===== src/periph_irq_consts.vh =====
// register offsets, field positions and reset values of the peripheral interrupt enable bank
`ifndef PERIPH_IRQ_CONSTS_VH
`define PERIPH_IRQ_CONSTS_VH

`define PIRQ_ADDR_W              12
`define PIRQ_OFS_ENABLE_ONE      12'h000
`define PIRQ_OFS_ENABLE_TWO      12'h004
`define PIRQ_OFS_ENABLE_THREE    12'h008
`define PIRQ_OFS_CONTROL         12'h00C
`define PIRQ_OFS_STATUS          12'h010
`define PIRQ_OFS_MASK            12'h014
`define PIRQ_OFS_PENDING         12'h018

`define PIRQ_BIT_TIMER_OVF       0
`define PIRQ_BIT_PERIOD_MATCH    1
`define PIRQ_BIT_CAPCOMP_ONE     2
`define PIRQ_BIT_SYNC_SERIAL     3
`define PIRQ_BIT_SERIAL_TX       4
`define PIRQ_BIT_SERIAL_RX       5
`define PIRQ_BIT_CONVERTER       6
`define PIRQ_BIT_UNIMPL          7

`define PIRQ_CTRL_GROUP_EN_BIT   0
`define PIRQ_CTRL_PRIO_MODE_BIT  1

`define PIRQ_IMPL_ONE            8'h7F
`define PIRQ_IMPL_TWO            8'hFF
`define PIRQ_IMPL_THREE          8'hFF

`define PIRQ_RST_ENABLE          8'h00
`define PIRQ_RST_CONTROL         2'h0
`define PIRQ_RST_STATUS          3'h0
`define PIRQ_RST_MASK            3'h0

`endif


===== src/irq_enable_bank.v =====
// one 8-bit peripheral interrupt enable register with its per-source request gating
`timescale 1ns/1ps
`default_nettype none

module irq_enable_bank #(
  parameter [7:0] IMPL_MASK = 8'hFF,
  parameter [7:0] RST_VALUE = 8'h00
) (
  input  wire       clk,
  input  wire       rst_n,
  input  wire       wr_en,
  input  wire [7:0] wr_data,
  input  wire [7:0] src_flags,
  input  wire       group_ok,
  output wire [7:0] enable_q,
  output wire [7:0] pending_q,
  output wire [7:0] req_q
);

  reg [7:0] enable_r;
  reg [7:0] req_r;

  genvar i;
  generate
    for (i = 0; i < 8; i = i + 1) begin : g_bit
      if (IMPL_MASK[i]) begin : g_impl
        always @(posedge clk or negedge rst_n) begin
          if (!rst_n) begin
            enable_r[i] <= RST_VALUE[i];
            req_r[i]    <= 1'b0;
          end else begin
            if (wr_en) begin
              enable_r[i] <= wr_data[i];
            end
            // flag, own enable and group condition must all hold
            req_r[i] <= src_flags[i] & enable_r[i] & group_ok;
          end
        end
      end else begin : g_unimpl
        // unimplemented bit: writes dropped, reads zero
        always @(posedge clk or negedge rst_n) begin
          if (!rst_n) begin
            enable_r[i] <= 1'b0;
            req_r[i]    <= 1'b0;
          end else begin
            enable_r[i] <= 1'b0;
            req_r[i]    <= 1'b0;
          end
        end
      end
    end
  endgenerate

  assign enable_q  = enable_r;
  assign pending_q = src_flags & enable_r;
  assign req_q     = req_r;

endmodule // irq_enable_bank

`default_nettype wire


===== src/periph_irq_enable.v =====
// peripheral interrupt enable bank: three enable registers, group gating and an APB register slave
//
// Summary of operation
// - With priority mode off, no peripheral request passes unless the peripheral group enable bit is set.
// - The per-source enable bits are split over three separate enable registers.
// - Bit 7 of the first enable register is not implemented, ignores writes and reads as zero.
// - Bit 6 of the first enable register enables the converter completion interrupt.
// - Bit 5 enables the enhanced serial port receive interrupt.
// - Bit 4 enables the enhanced serial port transmit interrupt.
// - Bit 3 enables the master synchronous serial port interrupt.
// - Bit 2 enables the capture/compare unit one interrupt.
// - Bit 1 enables the period timer match interrupt.
// - Bit 0 enables the overflow timer interrupt.
//
// The APB register port and the placing of the registers were left to the implementer.
`timescale 1ns/1ps
`default_nettype none
`include "periph_irq_consts.vh"

module periph_irq_enable (
  input  wire        sys_clk,
  input  wire        arst_n,
  input  wire        psel,
  input  wire        penable,
  input  wire        pwrite,
  input  wire [11:0] paddr,
  input  wire [31:0] pwdata,
  input  wire [3:0]  pstrb,
  output reg  [31:0] prdata,
  output reg         pready,
  output reg         pslverr,
  input  wire [7:0]  src_flags_one,
  input  wire [7:0]  src_flags_two,
  input  wire [7:0]  src_flags_three,
  output reg  [7:0]  periph_req_one,
  output reg  [7:0]  periph_req_two,
  output reg  [7:0]  periph_req_three,
  output reg         periph_irq,
  output reg         irq
);

  // reset release through two flops; assertion stays asynchronous
  reg rst_meta_r;
  reg rst_sync_r;

  always @(posedge sys_clk or negedge arst_n) begin
    if (!arst_n) begin
      rst_meta_r <= 1'b0;
      rst_sync_r <= 1'b0;
    end else begin
      rst_meta_r <= 1'b1;
      rst_sync_r <= rst_meta_r;
    end
  end

  wire rst_n;
  assign rst_n = rst_sync_r;

  // apb decode
  wire        access_ph;
  wire        xfer_done;
  wire        aligned;
  wire        hit_en_one;
  wire        hit_en_two;
  wire        hit_en_three;
  wire        hit_ctrl;
  wire        hit_status;
  wire        hit_mask;
  wire        hit_pend;
  wire        hit_any;
  wire        wr_ok;

  assign access_ph    = psel & penable;
  assign xfer_done    = access_ph & pready;
  assign aligned      = (paddr[1:0] == 2'h0);
  assign hit_en_one   = aligned & (paddr == `PIRQ_OFS_ENABLE_ONE);
  assign hit_en_two   = aligned & (paddr == `PIRQ_OFS_ENABLE_TWO);
  assign hit_en_three = aligned & (paddr == `PIRQ_OFS_ENABLE_THREE);
  assign hit_ctrl     = aligned & (paddr == `PIRQ_OFS_CONTROL);
  assign hit_status   = aligned & (paddr == `PIRQ_OFS_STATUS);
  assign hit_mask     = aligned & (paddr == `PIRQ_OFS_MASK);
  assign hit_pend     = aligned & (paddr == `PIRQ_OFS_PENDING);
  assign hit_any      = hit_en_one | hit_en_two | hit_en_three | hit_ctrl
                      | hit_status | hit_mask | hit_pend;
  // only byte lane 0 carries register data; other lanes are ignored
  assign wr_ok        = xfer_done & pwrite & pstrb[0] & hit_any;

  // per-register strobes; the status read strobe is what clears the sticky bits
  wire        wr_en_one;
  wire        wr_en_two;
  wire        wr_en_three;
  wire        wr_ctrl;
  wire        wr_mask;
  wire        rd_status;

  assign wr_en_one    = wr_ok & hit_en_one;
  assign wr_en_two    = wr_ok & hit_en_two;
  assign wr_en_three  = wr_ok & hit_en_three;
  assign wr_ctrl      = wr_ok & hit_ctrl;
  assign wr_mask      = wr_ok & hit_mask;
  assign rd_status    = xfer_done & ~pwrite & hit_status;

  // control register: group enable and priority mode
  reg  [1:0] control_r;
  wire       group_en;
  wire       prio_mode;
  wire       group_ok;

  assign group_en  = control_r[`PIRQ_CTRL_GROUP_EN_BIT];
  assign prio_mode = control_r[`PIRQ_CTRL_PRIO_MODE_BIT];
  // in priority mode the group gate is bypassed; priority logic lives elsewhere
  assign group_ok  = prio_mode | group_en;

  always @(posedge sys_clk or negedge rst_n) begin
    if (!rst_n) begin
      control_r <= `PIRQ_RST_CONTROL;
    end else if (wr_ctrl) begin
      control_r <= pwdata[1:0];
    end
  end

  // the three enable registers
  wire [7:0] enable_one_q;
  wire [7:0] enable_two_q;
  wire [7:0] enable_three_q;
  wire [7:0] pend_one;
  wire [7:0] pend_two;
  wire [7:0] pend_three;
  wire [7:0] req_one;
  wire [7:0] req_two;
  wire [7:0] req_three;

  // bit 7 dropped; bits 6..0 gate converter, serial rx/tx, sync serial,
  // capcomp one, period match and timer overflow
  irq_enable_bank #(
    .IMPL_MASK (`PIRQ_IMPL_ONE),
    .RST_VALUE (`PIRQ_RST_ENABLE)
  ) u_enable_one (
    .clk       (sys_clk),
    .rst_n     (rst_n),
    .wr_en     (wr_en_one),
    .wr_data   (pwdata[7:0]),
    .src_flags (src_flags_one),
    .group_ok  (group_ok),
    .enable_q  (enable_one_q),
    .pending_q (pend_one),
    .req_q     (req_one)
  );

  // further sources need their own registers
  irq_enable_bank #(
    .IMPL_MASK (`PIRQ_IMPL_TWO),
    .RST_VALUE (`PIRQ_RST_ENABLE)
  ) u_enable_two (
    .clk       (sys_clk),
    .rst_n     (rst_n),
    .wr_en     (wr_en_two),
    .wr_data   (pwdata[7:0]),
    .src_flags (src_flags_two),
    .group_ok  (group_ok),
    .enable_q  (enable_two_q),
    .pending_q (pend_two),
    .req_q     (req_two)
  );

  irq_enable_bank #(
    .IMPL_MASK (`PIRQ_IMPL_THREE),
    .RST_VALUE (`PIRQ_RST_ENABLE)
  ) u_enable_three (
    .clk       (sys_clk),
    .rst_n     (rst_n),
    .wr_en     (wr_en_three),
    .wr_data   (pwdata[7:0]),
    .src_flags (src_flags_three),
    .group_ok  (group_ok),
    .enable_q  (enable_three_q),
    .pending_q (pend_three),
    .req_q     (req_three)
  );

  // group events: rising edge of any gated request of a register
  wire [2:0] group_any;
  reg  [2:0] group_any_d_r;
  wire [2:0] group_rise;

  assign group_any  = {|req_three, |req_two, |req_one};
  assign group_rise = group_any & ~group_any_d_r;

  // sticky status, cleared by read; a set in the clearing cycle wins
  reg  [2:0] status_r;
  reg  [2:0] status_nxt;
  reg  [2:0] mask_r;
  reg  [2:0] mask_nxt;
  reg  [2:0] read_seen_r;

  always @* begin
    status_nxt = status_r;
    if (rd_status) begin
      // clear only what the reader was actually shown
      status_nxt = status_nxt & ~read_seen_r;
    end
    status_nxt = status_nxt | group_rise;
  end

  // irq is built from the next mask, so a mask write acts without a cycle of lag
  always @* begin
    mask_nxt = mask_r;
    if (wr_mask) begin
      mask_nxt = pwdata[2:0];
    end
  end

  always @(posedge sys_clk or negedge rst_n) begin
    if (!rst_n) begin
      group_any_d_r <= 3'h0;
    end else begin
      group_any_d_r <= group_any;
    end
  end

  always @(posedge sys_clk or negedge rst_n) begin
    if (!rst_n) begin
      status_r <= `PIRQ_RST_STATUS;
    end else begin
      status_r <= status_nxt;
    end
  end

  always @(posedge sys_clk or negedge rst_n) begin
    if (!rst_n) begin
      mask_r <= `PIRQ_RST_MASK;
    end else begin
      mask_r <= mask_nxt;
    end
  end

  // read mux
  reg [31:0] rd_data;

  always @* begin
    rd_data = 32'h0000_0000;
    case (1'b1)
      hit_en_one:   rd_data = {24'h00_0000, enable_one_q};
      hit_en_two:   rd_data = {24'h00_0000, enable_two_q};
      hit_en_three: rd_data = {24'h00_0000, enable_three_q};
      hit_ctrl:     rd_data = {30'h0000_0000, control_r};
      hit_status:   rd_data = {29'h0000_0000, status_r};
      hit_mask:     rd_data = {29'h0000_0000, mask_r};
      // flags are never cleared here; software clears them at the source
      hit_pend:     rd_data = {8'h00, pend_three, pend_two, pend_one};
      default:      rd_data = 32'h0000_0000;
    endcase
  end

  // apb response: one wait state, so every answer comes from flops
  always @(posedge sys_clk or negedge rst_n) begin
    if (!rst_n) begin
      pready      <= 1'b0;
      pslverr     <= 1'b0;
      prdata      <= 32'h0000_0000;
      read_seen_r <= 3'h0;
    end else begin
      if (access_ph & ~pready) begin
        pready      <= 1'b1;
        pslverr     <= ~hit_any;
        prdata      <= pwrite ? 32'h0000_0000 : rd_data;
        read_seen_r <= status_r;
      end else begin
        pready      <= 1'b0;
        pslverr     <= 1'b0;
        prdata      <= 32'h0000_0000;
        read_seen_r <= 3'h0;
      end
    end
  end

  // registered request outputs
  always @(posedge sys_clk or negedge rst_n) begin
    if (!rst_n) begin
      periph_req_one   <= 8'h00;
      periph_req_two   <= 8'h00;
      periph_req_three <= 8'h00;
      periph_irq       <= 1'b0;
    end else begin
      periph_req_one   <= req_one;
      periph_req_two   <= req_two;
      periph_req_three <= req_three;
      periph_irq       <= |group_any;
    end
  end

  // summary interrupt: high while an unmasked sticky status bit is set
  always @(posedge sys_clk or negedge rst_n) begin
    if (!rst_n) begin
      irq <= 1'b0;
    end else begin
      irq <= |(status_nxt & mask_nxt);
    end
  end

endmodule // periph_irq_enable

`default_nettype wire


===== config.mk =====
export PLATFORM = sky130hd
export DESIGN_NAME = periph_irq_enable
export DESIGN_NICKNAME = d
export VERILOG_FILES = /design/src/irq_enable_bank.v /design/src/periph_irq_enable.v
export VERILOG_INCLUDE_DIRS = /design/src /design/src/src
export SDC_FILE = /design/constraint.sdc
export NUM_CORES = 1
export LEC_CHECK = 0
export ABC_AREA = 1
export BUFFER_PORTS_ARGS = -buffer_cell sky130_fd_sc_hd__buf_2
export CORE_AREA = 3 3 112 114
export DETAILED_ROUTE_END_ITERATION = 10
export DIE_AREA = 0 0 115 117
export GPL_TIMING_DRIVEN = 0
export HOLD_SLACK_MARGIN = 0.03
export MAX_ROUTING_LAYER = met4
export PLACE_DENSITY = 0.74
export SKIP_LAST_GASP = 1
export SYNTH_ARGS = -nofsm -noshare
export SYNTH_HDL_FRONTEND = slang
export SYNTH_SLANG_ARGS = --single-unit

===== constraint.sdc =====
create_clock -name sys_clk -period 4.3 [get_ports sys_clk]
set_clock_uncertainty 0.2 [all_clocks]
set_input_delay 0.86 -clock sys_clk [delete_from_list [all_inputs] [get_ports sys_clk]]
set_output_delay 0.86 -clock sys_clk [all_outputs]
set_load 0.01 [all_outputs]

==> results of run 1 <==
-- path summary, 6_finish.rpt --
path / start / end / slack (ns) / cells past startpoint
setup reg to reg: pready / prdata[16] / 2.33 / 6
max in group asynchronous: rst_n / u_enable_one.enable_q[2] / 3.05 / 1
setup / recovery: paddr[11] / prdata[16] / 2.11 / 9
hold / removal: rst_n / periph_req_three[4] / 0.14 / 0
min in group sys_clk: rst_meta_r / rst_n / 0.14 / 0
hold reg to reg: rst_n / periph_req_three[4] / 0.14 / 0
-- layer usage --
metal	global-route usage, %	share of wire, %
met1	21.72	43
met2	28.67	50
met3	4.370	5.5
met4	8.138	2.2
met5	-	0
-- what timing repair did --
| action | CTS | global route |
|---|---|---|
| hold endpoints to repair | 2 | 0 |
| resized for setup | 0 | 0 |
| hold buffers | 1 | 0 |
-- worst register-to-register path: cells and delay by family, from the launching register on --
family | cells | cell delay (ns)
and+or+nand+nor | 4 | 0.94
DFF | 1 | 0.39
buffers and inverters | 2 | 0.34
-- power by group --
part | internal (mW) | switching (mW)
sequential | 1.07 | 0.00916
clock | 0.966 | 0.460
combinational | 0.0311 | 0.0536
total | 2.07 | 0.523
-- sequential cells by signal (all words and copies together), names as in the netlist, 3 cells and up --
register,flops
prdata,24
status_r,3
periph_req_three,8
mask_r,3
periph_req_one,7
periph_req_two,8
u_enable_one.req_q,7
read_seen_r,3
u_enable_three.req_q,8
u_enable_three.enable_q,8
u_enable_two.enable_q,8
u_enable_one.enable_q,7
u_enable_two.req_q,8
group_any_d_r,3
-- Yosys cell counts, types with 6 or more instances --
cell	count	area share, %
a21oi_1	7	0.75
buf_4	9	1.5
dfrtp_1	113	61
inv_1	71	5.7
nand2_1	66	5.3
nand3_1	25	2.7
nand4_1	9	1.2
nor2_1	47	3.8
nor2_2	6	0.81
nor3_1	35	3.8
o21ai_0	8	0.86
o21ai_2	21	4.0
-- cell type report --
type / instances / share of cell area (%)
multi-input cells: 266 / 23.95
well taps: 143 / 2.979
repair buffers: 101 / 8.873
clock buffers: 22 / 8.061
inverters: 77 / 4.853
flip-flops and latches: 113 / 47.14
plain buffers: 15 / 2.000
clock inverters: 9 / 2.145
-- metrics by stage --
stage          cell area [um^2]  TNS [ns]  std cells  hold slack [ns]
6_report                   6007         0        746           0.1401
5_1_grt                    6007         0        746           0.1699
4_1_cts                    6007         0        746           0.1458
3_5_place_dp               5384         0        714           0.1347
3_3_place_gp               5353    -18.95        713           0.1368
2_1_floorplan              4678         0        471           0.1312
-- cell families after synthesis --
group,count (synthesis)
other,2
AOI/OAI and AO/OA,45
DFF,113
buffers and inverters,92
and+or+nand+nor,211
==> flow_metrics.py, run 1 <==
metrics = {
    "final_layout": {
        "regArea_um2": 2831,
        "area_growth_syn_to_layout_pct": 29.23,
        "multi_input_area_um2": 1439,
        "layout_common_cells": "dfrtp_1, buf_2, inv_1",
        "fillers": 1028,
        "layout_commonest_cell": "dfrtp_1",
        "final_nets": 668,
        "drive_above_1_share_pct": 32.67,
        "diodes": 0,
        "final_util_pct": 52.16,
    },
    "yosys": {
        "synth_edf_count": 0,
        "yosys_warnings": 0,
        "synthMuxAreaShare_pct": 0,
        "synth_xor_xnor_area_share_pct": 0,
        "async_flop_share_pct": 100.0,
        "syn-cell-area_um2": 4648,
        "avgSynthCellArea_um2": 10.04,
        "synth_top_family_by_area": "simple AND/OR/NAND/NOR gates",
        "synth-seq-cells": 113,
        "synthFlopType": "dfrtp_1",
        "yosys.area_share.adder_pct": 0,
        "yosys.area_share.simple_pct": 23.07,
        "seq_area_frac_synth_pct": 60.83,
        "synth_compound_area_share_pct": 7.079,
        "ys_types": 31,
        "synthCells": 463,
    },
    "global_routing": {
        "grt_pass1_wl_mm": 17.87,
        "grt_pass1_vias": 3714,
        "grt_usage_pct": 17.96,
        "grt_max_degree": 66,
        "grt_overflow": 0,
        "antenna_found_initial": 0,
    },
    "critical_path": {
        "cp_data_arrival_time_ns": 2.29,
        "critical_path_required_ns": 4.40,
        "cp_num_buf_inv": 3,
        "cp_top_family": "simple AND/OR/NAND/NOR gates",
        "cp-end-kind": "flop",
        "crit_type": "primary input to flop",
        "critPathMaxFanout": 10,
        "start_kind": "primary input",
        "max_stage_delay_ns": 0.21,
        "crit_slowest_cell": "buf_6",
        "cp_cell_sequence": "buf_2, nor2_2, nand2_4, nor2_8, nand2_1, inv_1, nand3_2, buf_6, nor3_1",
    },
    "flow_run": {
        "cap_violations": 0,
    },
    "hold_path": {
        "hold_path_class": "flop to async pin",
    },
    "route": {
        "drtIter0Drc": 407,
        "viasPerCell": 4.767,
        "wl_per_cell_um": 14.79,
        "wl_mm": 11.04,
        "drtPass1Iterations": 4,
        "ant_nets": 0,
        "vias": 3556,
        "drc": 0,
    },
    "clock_tree": {
        "cts_buffer_depth": 2,
        "path_clk_slew_ns": 0.05,
        "post_cts_buffers": 0,
        "htree_levels": 4,
        "cts_tree": "built",
        "cts_num_sinks": 113,
        "root_buffer": "clkbuf_16",
        "cts_buffers": 17,
        "insertion_delay_ns": 0.41,
    },
    "floorplan": {
        "ios": 137,
        "dieArea_um2": 13460,
        "core_area_um2": 11520,
        "die_y_um": 117,
        "start_util_pct": 40.36,
        "die_x_um": 115,
        "rows": 39,
    },
    "timing": {
        "period_needed_ns": 2.186,
        "worst_slack_ns": 2.114,
        "hold_viol": 0,
        "max_freq_mhz": 457.4,
        "finalSetupViolations": 0,
        "slew_violations": 0,
        "tightest_slew_ns": 0.6037,
        "rsz0062_at_grt": "false",
        "slew-limit-headroom_pct": 59.75,
        "period_share_pct": 50.84,
    },
    "place": {
        "place_hpwl_mm": 8.393,
        "preCtsSetupSlack_ns": 1.706,
        "gp_congestion": 0.9173,
        "io_buffers": 99,
    },
    "status": {
        "status": "complete, no violations",
    },
    "power_and_ir_drop": {
        "power_leakage_nw": 3.415,
        "vdd_drop_max_v": 0.0002364,
        "p_per_area_nw_per_um2": 431.0,
        "power_mw": 2.589,
    },
}
Power figures use the tool's default switching activity.
==> run 2: changes to the inputs <==
==> constraint.sdc (replaced) <==
create_clock -name sys_clk -period 2.19 [get_ports sys_clk]
set_clock_uncertainty 0.2 [all_clocks]
set_input_delay 0.438 -clock sys_clk [delete_from_list [all_inputs] [get_ports sys_clk]]
set_output_delay 0.438 -clock sys_clk [all_outputs]
set_load 0.01 [all_outputs]
==> run 2 against run 1 <==
Net effect: first-iteration DRC count is 19% lower; non-clock buffer count unchanged; via count fell by 0.48%; critical path depth shrank 3; setup slack lost 1.9 ns; critical path type is now flop to flop; final cell count stayed put; combinational power increased by 96%; clock-buffer cell count unchanged.
==> flow_metrics.py, run 2 (synthesized netlist as in run 1, its figures left out) <==
metrics = {
    "status": {
        "status": "complete, no violations",
    },
    "timing": {
        "period_needed_ns": 1.939,
        "whs_ns": 0.06137,
        "period_share_pct": 88.54,
        "slew-limit-headroom_pct": 60.32,
        "max_freq_mhz": 515.7,
        "hold_viol": 0,
        "slew_violations": 0,
        "setup_tns_ns": 0,
        "finalSetupViolations": 0,
        "tightest_slew_ns": 0.5952,
        "rsz0062_at_grt": "false",
    },
    "power_and_ir_drop": {
        "power_mw": 5.140,
        "power_leakage_nw": 3.417,
        "clock_power_share_pct": 55.6,
        "power.internal_mw": 4.115,
        "p_per_area_nw_per_um2": 854.7,
        "comb_power_share_pct": 3.2,
        "switching_share_pct": 19.94,
        "switchingPower_mw": 1.025,
        "power.share.sequential_pct": 41.2,
        "vdd_drop_max_v": 0.0005371,
    },
    "place": {
        "place_hpwl_mm": 8.456,
        "dp_cells": 714,
        "gp_congestion": 0.9364,
        "io_buffers": 99,
    },
    "final_layout": {
        "layout_commonest_cell": "dfrtp_1",
        "diodes": 0,
        "fillers": 1020,
        "multi_input_area_um2": 1439,
        "layout_common_cells": "dfrtp_1, buf_2, inv_1",
        "largest-register": "prdata",
        "instances_no_fill": 746,
        "regArea_um2": 2831,
        "final_nets": 668,
        "area_growth_syn_to_layout_pct": 29.37,
        "largest_reg_flops": 24,
        "drive_above_1_share_pct": 32.34,
    },
    "critical_path": {
        "r2r_cells": 6,
        "crit_type": "flop to flop",
        "cp_data_arrival_time_ns": 2.05,
        "start_kind": "flop",
        "critical_path_required_ns": 2.30,
        "cp-end-kind": "flop",
        "critPathMaxFanout": 10,
    },
    "route": {
        "drc": 0,
        "wl_per_cell_um": 14.65,
        "ant_nets": 0,
        "drtIter0Drc": 330,
        "viasPerCell": 4.744,
        "vias": 3539,
        "drtPass1Iterations": 4,
        "wl_mm": 10.93,
    },
    "floorplan": {
        "ios": 137,
        "start_util_pct": 40.36,
        "dieArea_um2": 13460,
        "core_area_um2": 11520,
        "die_x_um": 115,
        "rows": 39,
        "die_y_um": 117,
    },
    "hold_path": {
        "min_path_cells": 3,
        "hold_path_class": "primary input to flop",
    },
    "flow_run": {
        "cap_violations": 0,
    },
    "global_routing": {
        "grt_pass1_wl_mm": 17.76,
        "grt_overflow": 0,
        "antenna_found_initial": 0,
        "grt_usage_pct": 17.90,
        "grt_max_degree": 66,
        "grt_pass1_vias": 3578,
    },
    "clock_tree": {
        "cts_buffer_depth": 2,
        "root_buffer": "clkbuf_16",
        "insertion_delay_ns": 0.41,
        "htree_levels": 4,
        "cts_buffers": 17,
        "cts_tree": "built",
        "path_clk_slew_ns": 0.05,
        "post_cts_buffers": 0,
        "cts_num_sinks": 113,
    },
}
[run 2: cell types whose count changed in the layout (fill, tap and decap cells not counted)]
cell and change:
bufinv_16 +1, clkbuf_1 +2, clkbuf_8 -2, clkinv_2 -1, clkinv_4 +1, clkinvlp_4 -1
[run 2: area by class of cell]
cell class / instances / share of cell area [%]
flip-flops and latches: 113 / 47.09
inverters: 77 / 4.848
clock inverters: 9 / 2.580
multi-input cells: 266 / 23.93
repair buffers: 101 / 8.864
clock buffers: 22 / 7.720
plain buffers: 15 / 1.997
well taps: 143 / 2.975
[run 2: stage by stage]
step	area [um^2]	utilization (%)	setup WS, ns
floorplan	4679	-	0.1006
global placement	5354	46.49	-0.3941
detailed placement	5384	46.75	0.01471
CTS	6013	52.22	0.2236
global route	6013	52.22	0.1085
finish	6013	52.22	0.2510
[run 2: path summary, 6_finish.rpt]
path | from | to | slack [ns]
min in group asynchronous | rst_n | u_enable_three.req_q[4] | 0.14
max in group asynchronous | rst_n | read_seen_r[0] | 0.94
max reg2reg | pready | prdata[14] | 0.25
min | penable | pready | 0.06
max | pready | prdata[14] | 0.25
min reg2reg | rst_n | u_enable_three.req_q[4] | 0.14
[run 2: power groups by stage]
stage | Clock (mW) | Combinational [mW] | Sequential [mW]
after floorplan | 0 | 0.0705 | 2.17
after global placement | 0 | 0.137 | 2.17
after detailed placement | 0 | 0.167 | 2.15
after CTS | 2.89 | 0.168 | 2.12
after global routing | 3.02 | 0.187 | 2.12
final | 2.86 | 0.166 | 2.12
[run 2: what timing repair did]
item	4_1_cts	5_1_grt
hold endpoints to repair	2	0
hold buffers	1	0
gates resized for setup	0	0
[run 2: worst max-delay path, stage by stage (launching register included)]
cell and delay, ns:
dfrtp_1 0.38, nor2_1 0.13, inv_1 0.12, nor2_2 0.35, nand3_2 0.25, buf_6 0.21
nor3_1 0.19
[run 2: routing by layer]
metal  routed length, um  vias to the layer above  track usage (%)  share of wire, %
li1                    -                     1703                -                 -
met1                4543                     1685            21.62                42
met2                5499                      124            28.63                50
met3                 597                       27            4.319               5.5
met4                 291                        0            8.138               2.7
met5                   0                        -                -                 0
==> run 3: changes to the inputs <==
--- a/config.mk
+++ b/config.mk
@@ -8,9 +8,9 @@
 export LEC_CHECK = 0
 export ABC_AREA = 1
 export BUFFER_PORTS_ARGS = -buffer_cell sky130_fd_sc_hd__buf_2
-export CORE_AREA = 3 3 112 114
+export CORE_AREA = 5 5 114 116
 export DETAILED_ROUTE_END_ITERATION = 10
-export DIE_AREA = 0 0 115 117
+export DIE_AREA = 0 0 119 121
 export GPL_TIMING_DRIVEN = 0
 export HOLD_SLACK_MARGIN = 0.03
 export MAX_ROUTING_LAYER = met4
==> run 3 against run 2 <==
Net effect: final area up 0.21%; clock-buffer cell count did not move; register-to-register slack improved by 0.096 ns; sequential power barely moved; sequential share of layout area shrank 0.098 points; largest cell class unchanged.
==> flow_metrics.py, run 3 (synthesized netlist as in run 1, its figures left out) <==
metrics = {
    "status": {
        "status": "complete, no violations",
    },
    "clock_tree": {
        "cts_buffer_depth": 2,
        "cts_tree": "built",
        "insertion_delay_ns": 0.41,
        "path_clk_slew_ns": 0.05,
        "cts_buffers": 17,
        "cts_num_sinks": 113,
        "htree_levels": 4,
        "post_cts_buffers": 0,
        "root_buffer": "clkbuf_16",
    },
    "power_and_ir_drop": {
        "power_leakage_nw": 3.429,
        "vdd_drop_max_v": 0.0005006,
        "p_per_area_nw_per_um2": 849.2,
        "power_mw": 5.117,
    },
    "floorplan": {
        "dieArea_um2": 14400,
        "core_area_um2": 11810,
        "die_y_um": 121,
        "start_util_pct": 39.35,
        "rows": 40,
        "ios": 137,
        "die_x_um": 119,
    },
    "timing": {
        "slew-limit-headroom_pct": 55.51,
        "period_share_pct": 84.15,
        "max_freq_mhz": 542.6,
        "rsz0062_at_grt": "false",
        "worst_slack_ns": 0.3470,
        "tightest_slew_ns": 0.6673,
        "whs_ns": 0.07447,
        "period_needed_ns": 1.843,
        "finalSetupViolations": 0,
        "hold_viol": 0,
        "slew_violations": 0,
    },
    "route": {
        "drc": 0,
        "viasPerCell": 4.747,
        "ant_nets": 0,
        "wl_per_cell_um": 15.05,
        "drtIter0Drc": 273,
        "wl_mm": 11.29,
        "vias": 3560,
        "drtPass1Iterations": 4,
    },
    "global_routing": {
        "grt_usage_pct": 17.26,
        "grt_overflow": 0,
        "grt_pass1_wl_mm": 18.71,
        "grt_max_degree": 63,
        "antenna_found_initial": 0,
        "grt_pass1_vias": 3705,
    },
    "critical_path": {
        "crit_slowest_cell": "dfrtp_1",
        "critical_path_required_ns": 2.28,
        "cp_cell_sequence": "nand3_1, nor2_1, nand4_1, o21ai_0, o21ai_0, nand3_1, nand3_1",
        "critPathMaxFanout": 3,
        "cpMostUsedCell": "nand3_1",
        "cp-end-kind": "flop",
        "max_stage_delay_ns": 0.36,
        "start_kind": "flop",
        "cp_data_arrival_time_ns": 1.93,
        "crit_type": "flop to flop",
    },
    "final_layout": {
        "largest-register": "prdata",
        "layout_commonest_cell": "dfrtp_1",
        "diodes": 0,
        "instances_no_fill": 750,
        "largest_reg_flops": 24,
        "layout_common_cells": "dfrtp_1, buf_2, inv_1",
        "drive_above_1_share_pct": 32.84,
        "fillers": 1071,
        "final_util_pct": 51.02,
        "final_nets": 668,
        "area_growth_syn_to_layout_pct": 29.64,
    },
    "place": {
        "place_hpwl_mm": 8.721,
        "preCtsSetupSlack_ns": 0.02848,
        "io_buffers": 99,
        "gp_congestion": 0.9133,
        "dp_cells": 718,
    },
    "hold_path": {
        "hold_path_class": "primary input to flop",
    },
    "flow_run": {
        "cap_violations": 0,
    },
}
==> run 3: changes by cell type in the layout (fill, tap and decap cells not counted), sizes merged <==
| cell | before | now |
|---|---|---|
| clkinvlp | 1 | 0 |
| bufinv | 4 | 3 |
| clkinv | 3 | 5 |
==> run 3: path summary, 6_finish.rpt <==
path                                  from          end  slack, ns  cells past startpoint
worst max register to register      pready          irq       0.35                      7
worst min register to register  rst_meta_r        rst_n       0.15                      0
min in group asynchronous           arst_n        rst_n       0.14                      2
worst max-delay path                pready          irq       0.35                      7
max in group asynchronous            rst_n  status_r[0]       0.92                      1
worst min-delay path               penable       pready       0.07                      3
==> run 3: per-layer routing <==
metal	vias to the layer above	track usage (%)	wire length (um)	share of wire, %
met3	19	4.802	676	6.0
met2	103	27.91	5711	51
met1	1738	20.08	4635	41
met4	0	8.038	266	2.4
li1	1700	-	-	-
met5	-	-	0	0
==> run 3: timing repair <==
action                                  CTS  global route
hold buffers                              1             0
endpoints found under the setup margin    0             1
gates resized for setup                   0             1
endpoints found under the hold margin     2             0
==> run 3: per-stage QoR <==
step	area (um^2)	TNS [ns]
global placement	5359	-44.34
global route	6026	0
floorplan	4679	0
finish	6026	0
detailed placement	5389	0
CTS	6021	0
==> run 3: area by class of cell <==
| type | instances | area [um^2] | share of cell area, % |
|---|---|---|---|
| multi-input cells | 266 | 1444 | 23.96 |
| clock buffers | 22 | 494.2 | 8.202 |
| repair buffers | 101 | 533.0 | 8.846 |
| plain buffers | 15 | 120.1 | 1.993 |
| flip-flops and latches | 113 | 2831 | 46.99 |
| well taps | 147 | 183.9 | 3.052 |
| clock inverters | 9 | 127.6 | 2.118 |
| inverters | 77 | 291.5 | 4.838 |
==> run 3: power by group <==
part           total [mW]  switching (mW)  internal (mW)
Clock                2.83           0.905           1.93
Combinational       0.166           0.105         0.0614
Sequential           2.12          0.0200           2.10
==> run 3: worst max-delay path, delay by kind of cell (launching register included) <==
kind               cells  cell delay [ns]
and+or+nand+nor        5             0.77
DFF                    1             0.36
AOI/OAI and AO/OA      2             0.39
